**src/core/srp_pkg.sv**
```systemverilog
////////////////////////////////////////////////////////////////////////////
// shared constants, types and helpers of the register pointer block
package srp_pkg;

    ////////////////////////////////////////////////////////////////////////
    // widths and selection codes
    localparam int         SRP_PTR_W       = 8;      // pointer byte width
    localparam logic [1:0] SRP_SEL_TEMP    = 2'h0;   // temperature result
    localparam logic [1:0] SRP_SEL_CFG     = 2'h1;   // configuration
    localparam logic [1:0] SRP_SEL_LOW     = 2'h2;   // low limit
    localparam logic [1:0] SRP_SEL_HIGH    = 2'h3;   // high limit

    ////////////////////////////////////////////////////////////////////////
    // reset values
    localparam logic [7:0]  SRP_PTR_RESET   = 8'h00;    // temperature first
    localparam logic [7:0]  SRP_CFG_RESET   = 8'h00;    // all bits clear
    localparam logic [11:0] SRP_TEMP_RESET  = 12'h000;  // zero degrees
    localparam logic [15:0] SRP_LIMIT_RESET = 16'h0000; // plain default
    localparam logic [3:0]  SRP_LSB_PAD     = 4'h0;     // unused temp bits

    ////////////////////////////////////////////////////////////////////////
    // two-wire framing
    localparam logic [6:0] SRP_TARGET_ADDR_DEF = 7'h2a; // arbitrary value
    localparam logic [3:0] SRP_BITS_PER_BYTE   = 4'h8;  // bits in a byte
    localparam logic [3:0] SRP_CNT_ZERO        = 4'h0;  // counter start
    localparam logic [3:0] SRP_CNT_ONE         = 4'h1;  // counter step
    localparam logic       SRP_ACK_LEVEL       = 1'b0;  // low means ack
    localparam logic       SRP_RW_READ         = 1'b1;  // direction bit
    localparam logic [1:0] SRP_WR_FIRST        = 2'h0;  // first data byte
    localparam logic [1:0] SRP_WR_SECOND       = 2'h1;  // second data byte
    localparam logic [1:0] SRP_WR_DONE         = 2'h2;  // extra bytes

    ////////////////////////////////////////////////////////////////////////
    // target state machine, one-hot
    typedef enum logic [6:0] {
        SRP_IDLE     = 7'h01,
        SRP_ADDR     = 7'h02,
        SRP_ADDR_ACK = 7'h04,
        SRP_WR_BYTE  = 7'h08,
        SRP_WR_ACK   = 7'h10,
        SRP_RD_BYTE  = 7'h20,
        SRP_RD_ACK   = 7'h40
    } srp_state_t;

    // writable data registers as seen by the sensor core
    typedef struct packed {
        logic [7:0]  cfg;   // configuration
        logic [15:0] low;   // low limit
        logic [15:0] high;  // high limit
    } srp_regs_t;

    ////////////////////////////////////////////////////////////////////////
    // only the two low pointer bits choose a register
    function automatic logic [1:0] srp_sel(input logic [7:0] ptr);
        return ptr[1:0];
    endfunction

    // pick the most significant byte first, then the low byte
    function automatic logic [7:0] srp_pick(input logic [15:0] word,
                                            input logic        half);
        return half ? word[7:0] : word[15:8];
    endfunction

endpackage

```
**src/core/srp_reg_store.sv**
```systemverilog
////////////////////////////////////////////////////////////////////////////
// data registers behind the pointer, with a registered read byte
module srp_reg_store
    import srp_pkg::*;
(
    input  wire logic        clk_sys,
    input  wire logic        rst,
    input  wire logic        wrEn,      // a data byte arrived
    input  wire logic [1:0]  wrSel,     // pointer selection
    input  wire logic [1:0]  wrIdx,     // data byte index in the frame
    input  wire logic [7:0]  wrData,    // the byte itself
    input  wire logic        tempLoad,  // conversion finished
    input  wire logic [11:0] tempCode,  // new conversion result
    input  wire logic [1:0]  rdSel,     // pointer selection
    input  wire logic        rdHalf,    // 0 upper byte, 1 lower byte
    output logic      [7:0]  rdData,    // byte for the shifter
    output srp_regs_t        regs       // writable registers
);

    logic [11:0] tempReg;   // latest conversion result

    ////////////////////////////////////////////////////////////////////////
    // write decode; the temperature code has no write strobe at all
    wire cfgWr    = wrEn & (wrSel == SRP_SEL_CFG)
                  & (wrIdx == SRP_WR_FIRST);
    wire lowHiWr  = wrEn & (wrSel == SRP_SEL_LOW)
                  & (wrIdx == SRP_WR_FIRST);
    wire lowLoWr  = wrEn & (wrSel == SRP_SEL_LOW)
                  & (wrIdx == SRP_WR_SECOND);
    wire highHiWr = wrEn & (wrSel == SRP_SEL_HIGH)
                  & (wrIdx == SRP_WR_FIRST);
    wire highLoWr = wrEn & (wrSel == SRP_SEL_HIGH)
                  & (wrIdx == SRP_WR_SECOND);

    // temperature as a left-aligned word, low nibble padded with zeros
    wire [15:0] tempWord = {tempReg, SRP_LSB_PAD};

    // read selection
    wire [7:0] next_rdData =
        (rdSel == SRP_SEL_TEMP) ? srp_pick(tempWord, rdHalf) :
        (rdSel == SRP_SEL_CFG)  ? regs.cfg :
        (rdSel == SRP_SEL_LOW)  ? srp_pick(regs.low, rdHalf) :
                                  srp_pick(regs.high, rdHalf);

    ////////////////////////////////////////////////////////////////////////
    // temperature result: zero until the first conversion lands
    always_ff @(posedge clk_sys)
    begin
        if (rst)
            tempReg <= SRP_TEMP_RESET;
        else if (tempLoad)
            tempReg <= tempCode;
    end

    // configuration and limits, most significant byte first
    always_ff @(posedge clk_sys)
    begin
        if (rst)
        begin
            regs.cfg  <= SRP_CFG_RESET;
            regs.low  <= SRP_LIMIT_RESET;
            regs.high <= SRP_LIMIT_RESET;
        end
        else
        begin
            if (cfgWr)
                regs.cfg <= wrData;
            if (lowHiWr)
                regs.low[15:8] <= wrData;
            if (lowLoWr)
                regs.low[7:0] <= wrData;
            if (highHiWr)
                regs.high[15:8] <= wrData;
            if (highLoWr)
                regs.high[7:0] <= wrData;
        end
    end

    // read byte is registered; the bus clock is far slower than clk_sys
    always_ff @(posedge clk_sys)
    begin
        if (rst)
            rdData <= SRP_PTR_RESET;
        else
            rdData <= next_rdData;
    end

endmodule // srp_reg_store

```
**src/core/srp_sensor_register_pointer.sv**
```systemverilog
////////////////////////////////////////////////////////////////////////////
// two-wire target with the register pointer of the temperature sensor

module srp_sensor_register_pointer
    import srp_pkg::*;
#(
    parameter logic [6:0] TARGET_ADDR = SRP_TARGET_ADDR_DEF // arbitrary
)
(
    input  wire logic        clk_sys,
    input  wire logic        rst,
    input  wire logic        sclIn,     // bus clock line level
    input  wire logic        sdaIn,     // bus data line level
    output logic             sdaOut,    // level driven when enabled
    output logic             sdaOe,     // high while pulling data low
    input  wire logic        tempLoad,  // converter result strobe
    input  wire logic [11:0] tempCode,  // converter result
    output logic      [7:0]  pointer,   // pointer register
    output srp_regs_t        regs       // writable registers
);

    ////////////////////////////////////////////////////////////////////////
    // line synchronisers and filtered levels
    logic sclS1, sclS2, sclS3;  // clock line stages
    logic sdaS1, sdaS2, sdaS3;  // data line stages
    logic sclF, sdaF;           // accepted levels
    logic sclPrev, sdaPrev;     // previous accepted levels

    // frame state
    srp_state_t  state;         // target state
    logic [3:0]  bitCnt;        // bits moved in this byte
    logic [7:0]  shiftReg;      // byte in or out
    logic        rwBit;         // direction of this transfer
    logic        firstByte;     // next written byte is the pointer
    logic [1:0]  wrIdx;         // data byte index of a write
    logic        rdHalf;        // which byte of a read goes next
    logic        rdAcked;       // controller asked for more

    logic [7:0]  rdData;        // byte offered by the register store

    ////////////////////////////////////////////////////////////////////////
    // events on the filtered lines
    wire sclRise   = sclF & ~sclPrev;
    wire sclFall   = ~sclF & sclPrev;
    wire startSeen = sclF & sclPrev & sdaPrev & ~sdaF;
    wire stopSeen  = sclF & sclPrev & ~sdaPrev & sdaF;
    wire byteDone  = (bitCnt == SRP_BITS_PER_BYTE);
    wire addrMatch = (shiftReg[7:1] == TARGET_ADDR);
    wire [3:0] cntInc = bitCnt + SRP_CNT_ONE;
    wire [7:0] shiftIn = {shiftReg[6:0], sdaF};

    // a written byte at the end of its eighth bit
    wire byteIn   = (state == SRP_WR_BYTE) & sclFall & byteDone;
    wire ptrWr    = byteIn & firstByte;
    // bytes after the pointer; the store drops those aimed at temperature
    wire dataWr   = byteIn & ~firstByte;
    wire [1:0] curSel = srp_sel(pointer);

    ////////////////////////////////////////////////////////////////////////
    // three stages; a change counts once stages two and three agree
    always_ff @(posedge clk_sys)
    begin
        if (rst)
        begin
            sclS1 <= 1'b1;
            sclS2 <= 1'b1;
            sclS3 <= 1'b1;
            sdaS1 <= 1'b1;
            sdaS2 <= 1'b1;
            sdaS3 <= 1'b1;
        end
        else
        begin
            sclS1 <= sclIn;
            sclS2 <= sclS1;
            sclS3 <= sclS2;
            sdaS1 <= sdaIn;
            sdaS2 <= sdaS1;
            sdaS3 <= sdaS2;
        end
    end

    // accepted levels hold through single-cycle glitches
    always_ff @(posedge clk_sys)
    begin
        if (rst)
        begin
            sclF    <= 1'b1;
            sdaF    <= 1'b1;
            sclPrev <= 1'b1;
            sdaPrev <= 1'b1;
        end
        else
        begin
            if (sclS2 == sclS3)
                sclF <= sclS3;
            if (sdaS2 == sdaS3)
                sdaF <= sdaS3;
            sclPrev <= sclF;
            sdaPrev <= sdaF;
        end
    end

    ////////////////////////////////////////////////////////////////////////
    // pointer: the whole byte is kept, selection looks at two bits only
    always_ff @(posedge clk_sys)
    begin
        if (rst)
            pointer <= SRP_PTR_RESET;
        else if (ptrWr)
            pointer <= shiftReg;
    end

    // open-drain data line: the driven level is always low
    always_ff @(posedge clk_sys)
    begin
        sdaOut <= 1'b0;
    end

    ////////////////////////////////////////////////////////////////////////
    // target sequencer; start and stop win in any state so a confused
    // frame always recovers at the next start condition
    always_ff @(posedge clk_sys)
    begin
        if (rst)
        begin
            state     <= SRP_IDLE;
            bitCnt    <= SRP_CNT_ZERO;
            shiftReg  <= SRP_PTR_RESET;
            sdaOe     <= 1'b0;
            rwBit     <= 1'b0;
            firstByte <= 1'b0;
            wrIdx     <= SRP_WR_FIRST;
            rdHalf    <= 1'b0;
            rdAcked   <= 1'b0;
        end
        else if (startSeen)
        begin
            // repeated start keeps the pointer; only framing restarts
            state  <= SRP_ADDR;
            bitCnt <= SRP_CNT_ZERO;
            sdaOe  <= 1'b0;
        end
        else if (stopSeen)
        begin
            state <= SRP_IDLE;
            sdaOe <= 1'b0;
        end
        else
        begin
            unique case (state)
                SRP_IDLE:
                begin
                    sdaOe <= 1'b0;
                end
                SRP_ADDR:
                begin
                    // collect address and direction
                    if (sclRise)
                    begin
                        shiftReg <= shiftIn;
                        bitCnt   <= cntInc;
                    end
                    else if (sclFall && byteDone)
                    begin
                        if (addrMatch)
                        begin
                            sdaOe  <= 1'b1;
                            rwBit  <= shiftReg[0];
                            rdHalf <= 1'b0;
                            state  <= SRP_ADDR_ACK;
                        end
                        else
                            state <= SRP_IDLE;
                    end
                end
                SRP_ADDR_ACK:
                begin
                    // after the ack, read from the current pointer or
                    // expect a fresh pointer byte
                    if (sclFall)
                    begin
                        bitCnt <= SRP_CNT_ZERO;
                        if (rwBit == SRP_RW_READ)
                        begin
                            shiftReg <= rdData;
                            sdaOe    <= ~rdData[7];
                            state    <= SRP_RD_BYTE;
                        end
                        else
                        begin
                            sdaOe     <= 1'b0;
                            firstByte <= 1'b1;
                            wrIdx     <= SRP_WR_FIRST;
                            state     <= SRP_WR_BYTE;
                        end
                    end
                end
                SRP_WR_BYTE:
                begin
                    if (sclRise)
                    begin
                        shiftReg <= shiftIn;
                        bitCnt   <= cntInc;
                    end
                    else if (byteIn)
                    begin
                        // every byte is acked, dropped ones included
                        sdaOe     <= 1'b1;
                        firstByte <= 1'b0;
                        if (!firstByte && wrIdx != SRP_WR_DONE)
                            wrIdx <= wrIdx + SRP_WR_SECOND;
                        state <= SRP_WR_ACK;
                    end
                end
                SRP_WR_ACK:
                begin
                    if (sclFall)
                    begin
                        sdaOe  <= 1'b0;
                        bitCnt <= SRP_CNT_ZERO;
                        state  <= SRP_WR_BYTE;
                    end
                end
                SRP_RD_BYTE:
                begin
                    // shift out most significant bit first
                    if (sclRise)
                        bitCnt <= cntInc;
                    else if (sclFall)
                    begin
                        if (byteDone)
                        begin
                            sdaOe  <= 1'b0;
                            rdHalf <= ~rdHalf;
                            state  <= SRP_RD_ACK;
                        end
                        else
                        begin
                            shiftReg <= {shiftReg[6:0], 1'b0};
                            sdaOe    <= ~shiftReg[6];
                        end
                    end
                end
                SRP_RD_ACK:
                begin
                    // a nack ends the read; the line stays released
                    if (sclRise)
                        rdAcked <= (sdaF == SRP_ACK_LEVEL);
                    else if (sclFall)
                    begin
                        bitCnt <= SRP_CNT_ZERO;
                        if (rdAcked)
                        begin
                            shiftReg <= rdData;
                            sdaOe    <= ~rdData[7];
                            state    <= SRP_RD_BYTE;
                        end
                        else
                            state <= SRP_IDLE;
                    end
                end
                default:
                begin
                    state <= SRP_IDLE;
                    sdaOe <= 1'b0;
                end
            endcase
        end
    end

    ////////////////////////////////////////////////////////////////////////
    // data registers selected by the pointer
    srp_reg_store u_store (
        .clk_sys  (clk_sys),
        .rst      (rst),
        .wrEn     (dataWr),
        .wrSel    (curSel),
        .wrIdx    (wrIdx),
        .wrData   (shiftReg),
        .tempLoad (tempLoad),
        .tempCode (tempCode),
        .rdSel    (curSel),
        .rdHalf   (rdHalf),
        .rdData   (rdData),
        .regs     (regs)
    );

endmodule // srp_sensor_register_pointer

```
**config.mk**
```make
export PLATFORM = sky130hd
export DESIGN_NAME = srp_sensor_register_pointer
export DESIGN_NICKNAME = d
export VERILOG_FILES = /design/src/core/srp_pkg.sv /design/src/core/srp_reg_store.sv /design/src/core/srp_sensor_register_pointer.sv
export SDC_FILE = /design/constraint.sdc
export NUM_CORES = 1
export LEC_CHECK = 0
export ABC_AREA = 0
export BUFFER_PORTS_ARGS = -buffer_cell sky130_fd_sc_hd__buf_2
export CAP_MARGIN = 0
export CORE_ASPECT_RATIO = 0.9
export CORE_MARGIN = 2
export CORE_UTILIZATION = 54
export CTS_BUF_LIST = sky130_fd_sc_hd__clkbuf_2 sky130_fd_sc_hd__clkbuf_4 sky130_fd_sc_hd__clkbuf_8
export DETAILED_ROUTE_END_ITERATION = 6
export PLACE_DENSITY = 0.89
export REMOVE_ABC_BUFFERS = 1
export SLEW_MARGIN = 30
export SYNTH_ARGS = -nofsm -noshare
export SYNTH_HDL_FRONTEND = slang
export SYNTH_HIERARCHICAL = 1
export SYNTH_SLANG_ARGS = --single-unit
```
**constraint.sdc**
```tcl
create_clock -name clk_sys -period 2.2 [get_ports clk_sys]
set_input_delay 0.55 -clock clk_sys [delete_from_list [all_inputs] [get_ports clk_sys]]
set_output_delay 0.55 -clock clk_sys [all_outputs]
set_load 0.02 [all_outputs]
```
Word level (Yosys, flattened, before mapping)
Cells that the tools add are included.
W data, S select, Z words.
{ "totals": {"regBits": 104, "in_bits": 17, "word_cells": 202} }
{ "classes": {"add_sub_neg": 2, "n_eq_ne": 47, "mux": 70, "n_bitwise": 31, "n_reduce_logical": 24} }
{ "op_table": {"columns": ["operator", "count"], "rows": [
  ["$mux W8", 15],
  ["$mux W7", 11],
  ["$pmux W7 S7", 1],
  ["$reduce_and A12 Y1", 4],
  ["$ne A4 B4 Y1 const B", 11],
  ["$ne A2 B2 Y1 const B", 17],
  ["$pmux W8 S4", 1],
  ["$mux W1", 24],
  ["$and A1 B1 Y1", 19],
  ["$eq A7 B6 Y1 const B", 2],
  ["$mux W2", 7],
  ["$mux W4", 3],
  ["$mux W6", 2],
  ["$not A1 Y1", 12],
  ["$pmux W4 S3", 1],
  ["$reduce_and A9 Y1", 1],
  ["$reduce_and A4 Y1", 2],
  ["$reduce_and A8 Y1", 1],
  ["$eq A7 B1 Y1 const B", 1],
  ["$eq A7 B2 Y1 const B", 1],
  ["$eq A7 B3 Y1 const B", 1],
  ["$eq A7 B4 Y1 const B", 1],
  ["$eq A7 B5 Y1 const B", 1],
  ["$eq A7 B7 Y1 const B", 1],
  ["22 further kinds", 34]
]} }

Logic depth before layout (Yosys ltp)
Gate-level depths: netlist of run 1.
{ "depth": {"depth_word": 9, "mapped_depth": 10} }

Cells and area by module
The synthesis of run 1 kept the hierarchy.
{ "modules_own_cells": {"columns": ["mod", "n_inst", "cells_per_inst", "area_each_um2", "seq_area_each_um2"], "rows": [
  ["srp_reg_store", 1, 255, 2662.6, 1201.2],
  ["srp_sensor_register_pointer", 1, 297, 2471.1, 880.8]
]} }

Worst setup path after synthesis of run 1
Ideal clock, no wire load.
{ "synth_timing": {"path_type": "reg-to-reg", "startpoint": "reg state[2]", "endpoint": "reg shiftReg[0]", "arrival_ns": 1.993, "path_slack_ns": 0.086, "path_stages_with_launch": 7, "synth_period_minus_slack_ns": 2.114, "cell_sequence": "dfxtp_1 > or4_1 > buf_2 > nor4b_2 > a2111oi_0 > o211ai_2 > mux2_2"} }
{ "synth_via": {"elab_chain_cells": 4, "word_cells_on_any_way": 18, "classes_between": "eq/ne (14); mux (1); reduce/logical (3)"} }
{ "synth_lines": {"columns": ["item", "line_no", "rtl"], "rows": [
  ["start, declared", "srp_sensor_register_pointer.sv:30", "srp_state_t state;"],
  ["start signal, assigned", "srp_sensor_register_pointer.sv:127", "state <= SRP_IDLE;"],
  ["start signal, assigned", "srp_sensor_register_pointer.sv:140", "state <= SRP_ADDR;"],
  ["start signal, assigned", "srp_sensor_register_pointer.sv:146", "state <= SRP_IDLE;"],
  ["$eq A7 B4 Y1 / $eq A7 B2 Y1 (equally long branches)", "srp_sensor_register_pointer.sv:151", "unique case (state)"],
  ["$reduce_or A2 Y1 (no line)", null, null],
  ["$ne A2 B1 Y1 (no line) / $reduce_bool A4 Y1 (equally long branches)", null, null],
  ["$reduce_and A12 Y1 (no line)", null, null],
  ["end signal, assigned", "srp_sensor_register_pointer.sv:161", "shiftReg <= shiftIn;"],
  ["end signal, assigned", "srp_sensor_register_pointer.sv:186", "shiftReg <= rdData;"],
  ["end signal, assigned", "srp_sensor_register_pointer.sv:203", "shiftReg <= shiftIn;"],
  ["end, declared", "srp_sensor_register_pointer.sv:32", "logic [7:0] shiftReg;"]
]} }
Parallel ways exist; a longest one is shown, timed or not.
A chain may end at the register's enable or synchronous reset.

Worst setup path in the final report of run 1
{ "layout_timing": {"startpoint": "reg state[2]", "endpoint": "reg sdaOe"} }
{ "layout_via": {"elab_chain_cells": 5, "word_cells_on_any_way": 22, "classes_between": "eq/ne (18); mux (1); bitwise (2); reduce/logical (1)"} }
{ "layout_lines": {"columns": ["item", "line_no", "rtl"], "rows": [
  ["$eq A7 B4 Y1", "srp_sensor_register_pointer.sv:53, srp_sensor_register_pointer.sv:151", null],
  ["$and A1 B1 Y1 (2 in a row)", "srp_sensor_register_pointer.sv:53", "wire byteIn = (state == SRP_WR_BYTE) & sclFall & byteDone;"],
  ["$ne A2 B2 Y1 (no line)", null, null],
  ["$reduce_and A12 Y1 (no line)", null, null],
  ["end signal, assigned", "srp_sensor_register_pointer.sv:187", "sdaOe <= ~rdData[7];"],
  ["end signal, assigned", "srp_sensor_register_pointer.sv:241", "sdaOe <= ~shiftReg[6];"],
  ["end signal, assigned", "srp_sensor_register_pointer.sv:256", "sdaOe <= ~rdData[7];"],
  ["end, declared", "srp_sensor_register_pointer.sv:15", "output logic sdaOe,"]
]} }
Parallel ways exist; a longest one is shown, timed or not.

==> out/results.md, run 1 <==
### Place
- final weighted congestion in routability-driven placement: 0.991
- Inst Count DP: 752
- placed wire-length estimate: 10.1 mm
- Port Buffer Count: 65
- dpl ws: -0.0339 ns

### Clock network
- clock transition time at the flip-flop clock pins of the worst setup and hold paths: 0.10 ns
- clock tree from TritonCTS: yes
- deepest level of the CTS H-tree: 3
- number of buffers inserted during clock tree synthesis: 9
- number of sinks on the clock net: 104
- maximum root-to-sink buffer count: 2
- clock root buffer: sky130_fd_sc_hd__clkbuf_8
- clock latency reported for the late side of the worst-skew pair: 0.37 ns

### Final layout
- layout cells sized above 1: 28.2%
- Layout Cells excl Fill: 770
- sequential standard cell area: 2090 µm²
- Final nets: 663
- ANT cells: 0
- Fillers: 690
- growth of design area from synthesis to finish: 20.9%
- final standard cell utilization of the core: 67.7%
- area of combinational cells with multiple inputs: 2940 µm²

### Worst setup path
- list of cells traversed by the critical path: or4_4 > buf_6 > or4b_4 > o21a_1 > and3_4 > a221oi_2
- Worst R2R Setup Slack: -0.01 ns
- end of the worst register-to-register path: sdaOe
- start of the worst register-to-register path: state[2]
- Arrival @ worst endpoint: 2.50 ns
- largest delay contributor family on the critical path: simple AND/OR/NAND/NOR gates
- worst path buffer plus inverter count: 1
- Critical Path Sink Type: flop
- CP max FO: 6
- Slowest Stage Delay on Critical Path: 0.56 ns
- cell with the largest stage delay on the worst path: sky130_fd_sc_hd__or4_4
- kind of start point of the critical path: flop
- required time at the endpoint of the critical path: 2.48 ns
- reg2reg path depth: 6
- start-to-end type of the worst setup path: reg -> reg

### Run status
- run status: complete, but fails checks
- violations in the final reports: setup timing

### Floorplanning
- Initial Util: 56.0%
- core region area: 9170 µm²
- total I/O pin count: 67
- Die Span Y: 96.5 µm
- Die X-Extent: 107 µm
- die area: 10,300 µm²
- row count: 33

### STA
- final setup margin: -0.0117 ns
- worst slew slack as a fraction of its limit: 45.3%
- Slew Viols, Final: 0
- f_max: 0.452 GHz
- ratio of final minimum period to clock period: 101%
- endpoints failing hold: 0
- worst setup skew after layout: 0.0105 ns
- Worst Max-Slew Pin Slew: 0.820 ns
- Post-Route Setup TNS: -0.0117 ns
- number of endpoints failing setup at the final stage: 1
- unrepaired setup endpoints after global routing: true
- clock period minus final worst setup slack: 2.21 ns

### Power and ir drop
- combinational group share of total power: 16.6%
- power per unit of standard cell area: 646 nW/µm²
- switching pwr: 1.09 mW
- switching portion of total power: 27.3%
- internal power component: 2.91 mW
- leakage power of the design: 2.86 nW
- proportion of power drawn by the clock network: 34.8%
- sequential share of power: 48.6%
- worst IR drop on VDD: 0.460 mV

### Synth
- multiplexer area fraction after synthesis: 17.9%
- flip-flop cell with the highest count after synthesis: sky130_fd_sc_hd__dfxtp_1
- most frequent cells after synthesis: 104 x sky130_fd_sc_hd__dfxtp_1, 65 x sky130_fd_sc_hd__mux2i_1, 53 x sky130_fd_sc_hd__nand2b_1
- Synth Area in Simple Gates: 24.0%
- Post-Syn Area: 5130 µm²
- most common cell in the netlist: sky130_fd_sc_hd__dfxtp_1
- number of warnings reported in the yosys synthesis log: 6
- largest family of logic cells by synthesized area: simple AND/OR/NAND/NOR gates
- post-synthesis compound-gate area fraction: 11.5%
- FFs w/ async S/R, synth: 0%
- fraction of synthesized cell area in xor and xnor cells: 1.36%
- proportion of netlist area held by the largest area contributor: 40.6%
- largest cells by area after synthesis: sky130_fd_sc_hd__dfxtp_1 41%, sky130_fd_sc_hd__mux2i_1 13%, sky130_fd_sc_hd__nand2b_1 6.5%
- syn avg cell area: 9.30 µm²
- number of flops mapped to enable cells by yosys: 0
- number of cells produced by synthesis: 552
- number of synthesized register bits: 104
- most area-hungry cell type in the Yosys netlist: sky130_fd_sc_hd__dfxtp_1
- Synth cell types: 66
- post-synthesis sequential area ratio: 40.6%
- adder-cell area share of the yosys netlist: 0.731%

### Hold path
- path type of the worst min-delay path: in -> reg
- number of instances on the worst hold path: 2
- worst min-delay path endpoint: sdaS1
- HP Start: sdaIn

### Route
- number of DRC markers after the initial detailed-route iteration: 381
- number of vias in the routed layout: 4,618
- final wirelength: 14.4 mm
- number of design rule violations left after detail routing: 0
- Detailed Routing Iterations Pass 1: 7
- remaining number of nets flagged by the antenna check after routing: 0
- routed length per instance: 18.7 µm
- post-DR vias/cell: 6.00

### Global route
- maximum number of pins on one net before global-route repair: 72
- number of global-route vias before repair: 4,334
- Overall Global Routing Usage: 27.9%
- number of antenna violations at the first check in global routing: 0
- global-route wire length before repair: 22.3 mm
- grt ovf: 0

### Job
- reported max-cap violation count: 0

==> kinds of logic after synthesis <==
| kind of cell | after synthesis |
|---|---|
| and+or+nand+nor | 212 |
| buffers and inverters | 46 |
| xor gates and xnor gates | 8 |
| muxes | 89 |
| other | 1 |
| AOI/OAI and AO/OA | 89 |
| adders and majority gates | 3 |
| DFF | 104 |
==> worst register-to-register path, cell delays in order (launching register included) <==
cell and delay (ns):
sky130_fd_sc_hd__dfxtp_1 0.33, sky130_fd_sc_hd__or4_4 0.56, sky130_fd_sc_hd__buf_6 0.15, sky130_fd_sc_hd__or4b_4 0.50, sky130_fd_sc_hd__o21a_1 0.20, sky130_fd_sc_hd__and3_4 0.17, sky130_fd_sc_hd__a221oi_2 0.23
==> per-stage QoR <==
| step | total power, mW | area, µm² | hold WS (ns) |
|---|---|---|---|
| global route | 4.15 | 6210 | 0.342 |
| finish | 4.01 | 6210 | 0.357 |
| CTS | 3.98 | 6130 | 0.342 |
| detailed placement | 2.59 | 5850 | 0.401 |
| global placement | 2.57 | 5850 | 0.403 |
| floorplan | 2.30 | 4970 | 0.389 |
==> power groups by stage <==
stage / Clock (mW) / Combinational, mW / Sequential, mW
global route: 1.48 / 0.719 / 1.95
CTS: 1.41 / 0.624 / 1.95
floorplan: 0 / 0.297 / 2.00
detailed placement: 0 / 0.598 / 1.99
global placement: 0 / 0.582 / 1.99
finish: 1.40 / 0.666 / 1.95
==> repair_timing <==
action | 4_1_cts | 5_1_grt
pin swaps | 1 | 3
gates resized for setup | 9 | 18
buffers inserted | 0 | 2
endpoints found under the setup margin | 36 | 48
hold buffers | 0 | 0
==> state kept, by name, summed over array words and instances, names as in the netlist, 2 cells and up <==
name	count
wrIdx	2
u_store/regs	40
state	7
pointer	8
u_store/rdData	8
u_store/tempReg	12
bitCnt	4
shiftReg	8
==> how the worst max path moves through the flow <==
stage	start	endpoint	slack [ns]	depth (start not counted)
after floorplan	state[2]	shiftReg[0]	-0.01	5
after global placement	state[2]	sdaOe	0.004	6
after detailed placement	state[2]	sdaOe	-0.03	6
after CTS	state[2]	sdaOe	-0.003	6
after global routing	state[2]	sdaOe	-0.06	6
final	state[2]	sdaOe	-0.01	6
==> per-layer routing <==
| metal | wire (µm) | track usage (%) | vias up | share of wire, % |
|---|---|---|---|---|
| li1 | - | - | 2150 | - |
| met1 | 6050 | 36.4 | 2174 | 42 |
| met2 | 6720 | 46.0 | 250 | 47 |
| met3 | 1200 | 6.71 | 44 | 8.3 |
| met4 | 394 | 8.87 | 0 | 2.7 |
| met5 | 0 | 0 | - | 0 |
==> final cells by class <==
type | count | area share, %
clock buffer | 10 | 2.22
clock inverter | 6 | 1.61
inverter | 9 | 0.544
multi-input combinational | 402 | 47.4
sequential | 104 | 33.6
tap | 122 | 2.46
timing repair buffer | 117 | 12.2
==> placed cells by master, fill, tap and decap left out, types with 5 or more instances in the layout <==
master / Yosys / final
sky130_fd_sc_hd__mux2_1: 11 / 11
sky130_fd_sc_hd__nor2_1: 46 / 44
sky130_fd_sc_hd__mux2i_1: 65 / 65
sky130_fd_sc_hd__dfxtp_1: 104 / 100
sky130_fd_sc_hd__inv_1: 9 / 9
sky130_fd_sc_hd__buf_2: 8 / 65
sky130_fd_sc_hd__nor2b_1: 17 / 16
sky130_fd_sc_hd__or2_2: 8 / 8
sky130_fd_sc_hd__buf_4: 2 / 46
sky130_fd_sc_hd__o21ai_0: 16 / 16
sky130_fd_sc_hd__o22ai_1: 11 / 10
sky130_fd_sc_hd__nand3_1: 18 / 17
sky130_fd_sc_hd__a21oi_1: 22 / 22
sky130_fd_sc_hd__nand2b_1: 53 / 53
sky130_fd_sc_hd__a211oi_1: 5 / 5
sky130_fd_sc_hd__xor2_1: 6 / 6
sky130_fd_sc_hd__mux2_2: 13 / 13
sky130_fd_sc_hd__nand2_1: 11 / 10
sky130_fd_sc_hd__nor3_1: 14 / 12
sky130_fd_sc_hd__clkbuf_8: 0 / 10
No activity file was read; power rests on OpenSTA's default activity.
==> run 2: changes to the inputs <==
--- a/config.mk
+++ b/config.mk
@@ -5,7 +5,7 @@
 export SDC_FILE = /design/constraint.sdc
 export NUM_CORES = 1
 export LEC_CHECK = 0
-export ABC_AREA = 0
+export ABC_AREA = 1
 export BUFFER_PORTS_ARGS = -buffer_cell sky130_fd_sc_hd__buf_2
 export CAP_MARGIN = 0
 export CORE_ASPECT_RATIO = 0.9
@@ -13,7 +13,7 @@
 export CORE_UTILIZATION = 54
 export CTS_BUF_LIST = sky130_fd_sc_hd__clkbuf_2 sky130_fd_sc_hd__clkbuf_4 sky130_fd_sc_hd__clkbuf_8
 export DETAILED_ROUTE_END_ITERATION = 6
-export PLACE_DENSITY = 0.89
+export PLACE_DENSITY = 0.9
 export REMOVE_ABC_BUFFERS = 1
 export SLEW_MARGIN = 30
 export SYNTH_ARGS = -nofsm -noshare
==> run 2 against run 1 <==
The flow now finishes without violations. Global-route usage shrank 3.6 points. First-iteration DRC count is 24% higher. Die area is 3.6% lower. Combinational power is 32% higher. Critical path depth grew 6. Via count up 5.6%. Clock skew down 0.0013 ns. Synthesized cell count increased by 34%. Critical path type unchanged. Critical endpoint is now u_store/regs[0].
==> out/results.md, run 2 <==
### STA
- Hold WS: 0.348 ns
- worst slew slack as a fraction of its limit: 50.3%
- final setup margin: 0.107 ns
- ratio of final minimum period to clock period: 95.2%
- endpoints failing hold: 0
- worst setup skew after layout: 0.00919 ns
- Worst Max-Slew Pin Slew: 0.745 ns
- Slew Viols, Final: 0
- number of endpoints failing setup at the final stage: 0
- clock period minus final worst setup slack: 2.09 ns
- f_max: 0.478 GHz
- unrepaired setup endpoints after global routing: true

### Worst setup path
- required time at the endpoint of the critical path: 2.46 ns
- start-to-end type of the worst setup path: reg -> reg
- list of cells traversed by the critical path: inv_1 > ha_1 > nand2_1 > nor2_2 > nand2_1 > nor3_1 > buf_4 > nand2_2 > nor2_2 > nand2_2 > o21ai_0 > a21oi_1
- CP max FO: 16
- Arrival @ worst endpoint: 2.35 ns
- Critical Path Sink Type: flop
- cell with the largest stage delay on the worst path: sky130_fd_sc_hd__dfxtp_1
- reg2reg path depth: 12
- kind of start point of the critical path: flop
- Slowest Stage Delay on Critical Path: 0.35 ns

### Hold path
- number of instances on the worst hold path: 2
- path type of the worst min-delay path: in -> reg

### Final layout
- Largest register FFs: 40
- largest registers: u_store/regs (40), u_store/tempReg (12)
- layout cells sized above 1: 17.2%
- growth of design area from synthesis to finish: 12.5%
- Final nets: 821
- most used cells in the layout excluding fill and tap cells: 173 x sky130_fd_sc_hd__nand2_1, 132 x sky130_fd_sc_hd__nor2_1, 104 x sky130_fd_sc_hd__dfxtp_1, 69 x sky130_fd_sc_hd__inv_1, 68 x sky130_fd_sc_hd__a21oi_1
- commonest non-fill, non-tap cell in the layout: sky130_fd_sc_hd__nand2_1
- largest register by flop count: u_store/regs
- final standard cell utilization of the core: 61.8%
- ANT cells: 0

### Global route
- Overall Global Routing Usage: 24.3%
- number of antenna violations at the first check in global routing: 0
- number of global-route vias before repair: 4,330
- grt ovf: 0
- maximum number of pins on one net before global-route repair: 45
- global-route wire length before repair: 19.5 mm

### Route
- final wirelength: 11.9 mm
- Detailed Routing Iterations Pass 1: 5
- number of vias in the routed layout: 4,875
- routed length per instance: 12.8 µm
- number of DRC markers after the initial detailed-route iteration: 474
- remaining number of nets flagged by the antenna check after routing: 0
- number of design rule violations left after detail routing: 0
- post-DR vias/cell: 5.25

### Synth
- multiplexer area fraction after synthesis: 0%
- number of synthesized register bits: 104
- post-synthesis sequential area ratio: 42.1%
- adder-cell area share of the yosys netlist: 0.759%
- number of warnings reported in the yosys synthesis log: 6
- fraction of synthesized cell area in xor and xnor cells: 0.354%
- most area-hungry cell type in the Yosys netlist: sky130_fd_sc_hd__dfxtp_1
- post-synthesis compound-gate area fraction: 14.0%
- FFs w/ async S/R, synth: 0%
- proportion of netlist area held by the largest area contributor: 42.1%
- largest family of logic cells by synthesized area: simple AND/OR/NAND/NOR gates
- Post-Syn Area: 4940 µm²
- flip-flop cell with the highest count after synthesis: sky130_fd_sc_hd__dfxtp_1
- most common cell in the netlist: sky130_fd_sc_hd__nand2_1
- syn avg cell area: 6.71 µm²
- largest cells by area after synthesis: sky130_fd_sc_hd__dfxtp_1 42%, sky130_fd_sc_hd__nand2_1 13%, sky130_fd_sc_hd__nor2_1 10%
- Synth Area in Simple Gates: 34.1%
- number of cells produced by synthesis: 737
- number of flops mapped to enable cells by yosys: 0
- Synth cell types: 32
- most frequent cells after synthesis: 173 x sky130_fd_sc_hd__nand2_1, 133 x sky130_fd_sc_hd__nor2_1, 104 x sky130_fd_sc_hd__dfxtp_1

### Floorplanning
- row count: 33
- die area: 9940 µm²
- Die X-Extent: 105 µm
- total I/O pin count: 67
- Die Span Y: 94.8 µm
- core region area: 9000 µm²
- Initial Util: 54.9%

### Place
- dpl ws: 0.124 ns
- Port Buffer Count: 65
- placed wire-length estimate: 8.51 mm
- final weighted congestion in routability-driven placement: 0.944

### Power and ir drop
- leakage power of the design: 2.59 nW
- power per unit of standard cell area: 751 nW/µm²
- worst IR drop on VDD: 0.346 mV

### Clock network
- clock latency reported for the late side of the worst-skew pair: 0.38 ns
- clock root buffer: sky130_fd_sc_hd__clkbuf_8
- maximum root-to-sink buffer count: 2
- number of buffers inserted for hold repair after clock tree synthesis: 0
- number of buffers inserted during clock tree synthesis: 9
- deepest level of the CTS H-tree: 3
- clock tree from TritonCTS: yes
- clock transition time at the flip-flop clock pins of the worst setup and hold paths: 0.10 ns
- number of sinks on the clock net: 104

### Run status
- run status: finished, final reports clean

### Job
- reported max-cap violation count: 0

==> run 2: logic make-up (layout without fill, tap and decap cells) <==
logic type | after synthesis | in the layout
AO/OA/AOI/OAI | 135 | 135
XOR/XNOR | 2 | 2
adder cells (fa/ha/maj) | 3 | 3
buffers and inverters | 101 | 170
flip-flops | 104 | 104
other | 1 | 1
AND/OR/NAND/NOR | 391 | 391
==> run 2: per-stage QoR <==
step           cell area, µm²  instances  power [mW]  setup TNS [ns]
2_1_floorplan            4810        714        2.79               0
3_3_place_gp             5370        912        3.04               0
3_5_place_dp             5370        912        3.06               0
4_1_cts                  5560        928        4.19               0
5_1_grt                  5560        928        4.41          -0.378
6_report                 5560        928        4.18               0
==> run 2: final timing paths <==
kind                   from              end  slack (ns)
setup / recovery  bitCnt[0]  u_store/regs[0]        0.11
hold / removal        sdaIn            sdaS1        0.35
setup reg to reg  bitCnt[0]  u_store/regs[0]        0.11
hold reg to reg       sdaS1            sdaS2        0.42
==> run 2: repair_timing <==
item | 4_1_cts | 5_1_grt
setup endpoints to repair | 0 | 38
gates resized for setup | 0 | 3
buffers inserted | 0 | 0
==> run 2: metal layers <==
layer / GRT usage [%] / share of wire (%) / vias to the layer above
li1: - / - / 2450
met1: 31.4 / 44 / 2194
met2: 40.7 / 45 / 211
met3: 4.90 / 9.5 / 20
met4: 8.78 / 1.3 / 0
met5: 0 / 0 / -
==> run 2: critical path: cells and delay by family (launching register included) <==
kind	cells	cell delay (ns)
simple gates	7	0.91
fa+ha+maj	1	0.14
flops	1	0.35
buf+inv	2	0.24
compound gates	2	0.34
==> run 2: final cells by class <==
type	count	area, µm²
multi-input combinational	532	2440
tap	122	153
clock inverter	7	61.3
inverter	78	294
clock buffer	9	124
timing repair buffer	76	408
sequential	104	2080
fill	831	3440
==> run 2: where the power goes <==
| part | switching (mW) | internal [mW] | total (mW) |
|---|---|---|---|
| clock network | 0.705 | 0.436 | 1.14 |
| logic | 0.587 | 0.295 | 0.882 |
| registers | 0.153 | 2.00 | 2.15 |
| total | 1.44 | 2.73 | 4.18 |
==> run 3: changes to the inputs <==
--- a/config.mk
+++ b/config.mk
@@ -14,6 +14,7 @@
 export CTS_BUF_LIST = sky130_fd_sc_hd__clkbuf_2 sky130_fd_sc_hd__clkbuf_4 sky130_fd_sc_hd__clkbuf_8
 export DETAILED_ROUTE_END_ITERATION = 6
 export PLACE_DENSITY = 0.9
+export RECOVER_POWER = 50
 export REMOVE_ABC_BUFFERS = 1
 export SLEW_MARGIN = 30
 export SYNTH_ARGS = -nofsm -noshare
==> run 3 against run 2 <==
Maximum frequency rose by 0.30%. Critical path depth did not move. Global-route usage did not move. Die area did not move. Hold slack improved by 0.0026 ns. Flip-flop and latch count did not move. Non-clock buffer count did not move. Largest power group unchanged.
==> out/results.md, run 3 (synthesized netlist as in run 2, its figures left out) <==
### STA
- f_max: 0.479 GHz
- Worst Max-Slew Pin Slew: 0.736 ns
- worst slew slack as a fraction of its limit: 50.9%
- worst setup skew after layout: 0.0124 ns
- unrepaired setup endpoints after global routing: true
- endpoints failing hold: 0
- Slew Viols, Final: 0
- number of endpoints failing setup at the final stage: 0
- clock period minus final worst setup slack: 2.09 ns
- ratio of final minimum period to clock period: 94.9%
- final setup margin: 0.113 ns
- Hold WS: 0.351 ns

### Final layout
- growth of design area from synthesis to finish: 11.2%
- largest register by flop count: u_store/regs
- commonest non-fill, non-tap cell in the layout: sky130_fd_sc_hd__nand2_1
- ANT cells: 0
- most used cells in the layout excluding fill and tap cells: 173 x sky130_fd_sc_hd__nand2_1, 133 x sky130_fd_sc_hd__nor2_1, 104 x sky130_fd_sc_hd__dfxtp_1, 69 x sky130_fd_sc_hd__inv_1, 68 x sky130_fd_sc_hd__a21oi_1
- largest registers: u_store/regs (40), u_store/tempReg (12)
- Final nets: 821
- layout cells sized above 1: 11.3%
- final standard cell utilization of the core: 61.1%
- Largest register FFs: 40
- final instance area: 5500 µm²

### Route
- routed length per instance: 12.9 µm
- Detailed Routing Iterations Pass 1: 5
- final wirelength: 12.0 mm
- remaining number of nets flagged by the antenna check after routing: 0
- post-DR vias/cell: 5.26
- number of DRC markers after the initial detailed-route iteration: 478
- number of vias in the routed layout: 4,885
- number of design rule violations left after detail routing: 0

### Power and ir drop
- Final Total Pwr: 4.17 mW
- power per unit of standard cell area: 759 nW/µm²
- worst IR drop on VDD: 0.345 mV
- leakage power of the design: 2.38 nW

### Clock network
- clock tree from TritonCTS: yes
- clock root buffer: sky130_fd_sc_hd__clkbuf_8
- maximum root-to-sink buffer count: 2
- deepest level of the CTS H-tree: 3
- buffer count from post-CTS setup fixing: 0
- number of sinks on the clock net: 104
- clock transition time at the flip-flop clock pins of the worst setup and hold paths: 0.10 ns
- number of buffers inserted during clock tree synthesis: 9
- clock latency reported for the late side of the worst-skew pair: 0.38 ns

### Global route
- maximum number of pins on one net before global-route repair: 45
- number of global-route vias before repair: 4,330
- number of antenna violations at the first check in global routing: 0
- Overall Global Routing Usage: 24.3%
- global-route wire length before repair: 19.5 mm
- grt ovf: 0

### Worst setup path
- kind of start point of the critical path: flop
- list of cells traversed by the critical path: inv_1 > ha_1 > nand2_1 > nor2_2 > nand2_1 > nor3_1 > buf_4 > nand2_2 > nor2_2 > nand2_2 > o21ai_0 > a21oi_1
- Critical Path Sink Type: flop
- worst path buffer plus inverter count: 2
- cell with the largest stage delay on the worst path: sky130_fd_sc_hd__dfxtp_1
- Arrival @ worst endpoint: 2.35 ns
- required time at the endpoint of the critical path: 2.46 ns
- start-to-end type of the worst setup path: reg -> reg
- Slowest Stage Delay on Critical Path: 0.35 ns
- CP max FO: 16
- largest delay contributor family on the critical path: simple AND/OR/NAND/NOR gates

### Floorplanning
- core region area: 9000 µm²
- Die X-Extent: 105 µm
- Initial Util: 54.9%
- Die Span Y: 94.8 µm
- row count: 33
- die area: 9940 µm²
- total I/O pin count: 67

### Hold path
- path type of the worst min-delay path: in -> reg

### Run status
- run status: finished, final reports clean

### Place
- dpl cell area: 5370 µm²
- final weighted congestion in routability-driven placement: 0.944
- dpl ws: 0.124 ns
- placed wire-length estimate: 8.51 mm
- Port Buffer Count: 65

### Job
- reported max-cap violation count: 0

## run 3: worst register-to-register path, delay by kind of cell (launching register included)
family | cells | cell delay [ns]
simple gates | 7 | 0.93
flops | 1 | 0.35
compound gates | 2 | 0.31
buf+inv | 2 | 0.24
fa+ha+maj | 1 | 0.14
## run 3: power breakdown
group          internal [mW]  switching (mW)
Sequential              2.00           0.154
Clock                  0.435           0.702
Combinational          0.290           0.588
## run 3: path summary, 6_finish.rpt
check	slack, ns	start	cells past startpoint	endpoint
setup / recovery	0.11	bitCnt[0]	12	u_store/regs[0]
hold / removal	0.35	sdaIn	2	sdaS1
setup reg to reg	0.11	bitCnt[0]	12	u_store/regs[0]
hold reg to reg	0.42	sdaS1	1	sdaS2
## run 3: metrics by stage
step | instances | TNS [ns]
6_report | 928 | 0
5_1_grt | 928 | -0.406
4_1_cts | 928 | 0
3_5_place_dp | 912 | 0
3_3_place_gp | 912 | 0
2_1_floorplan | 714 | 0
## run 3: final cells by class
type / instances / area (µm²)
fill: 852 / 3500
multi-input combinational: 532 / 2440
sequential: 104 / 2080
timing repair buffer: 76 / 347
inverter: 78 / 294
tap: 122 / 153
clock buffer: 9 / 124
clock inverter: 7 / 61.3
## run 3: timing repair
item / CTS / global route
gates resized for setup: 0 / 3
hold buffers: 0 / 0
setup endpoints to repair: 0 / 38
## run 3: per-layer routing
| layer | global-route usage, % | vias to the layer above | part of all wire (%) |
|---|---|---|---|
| met5 | 0 | - | 0 |
| met4 | 8.78 | 0 | 2.0 |
| met3 | 4.90 | 26 | 9.2 |
| met2 | 40.7 | 222 | 45 |
| met1 | 31.4 | 2181 | 44 |
| li1 | - | 2456 | - |
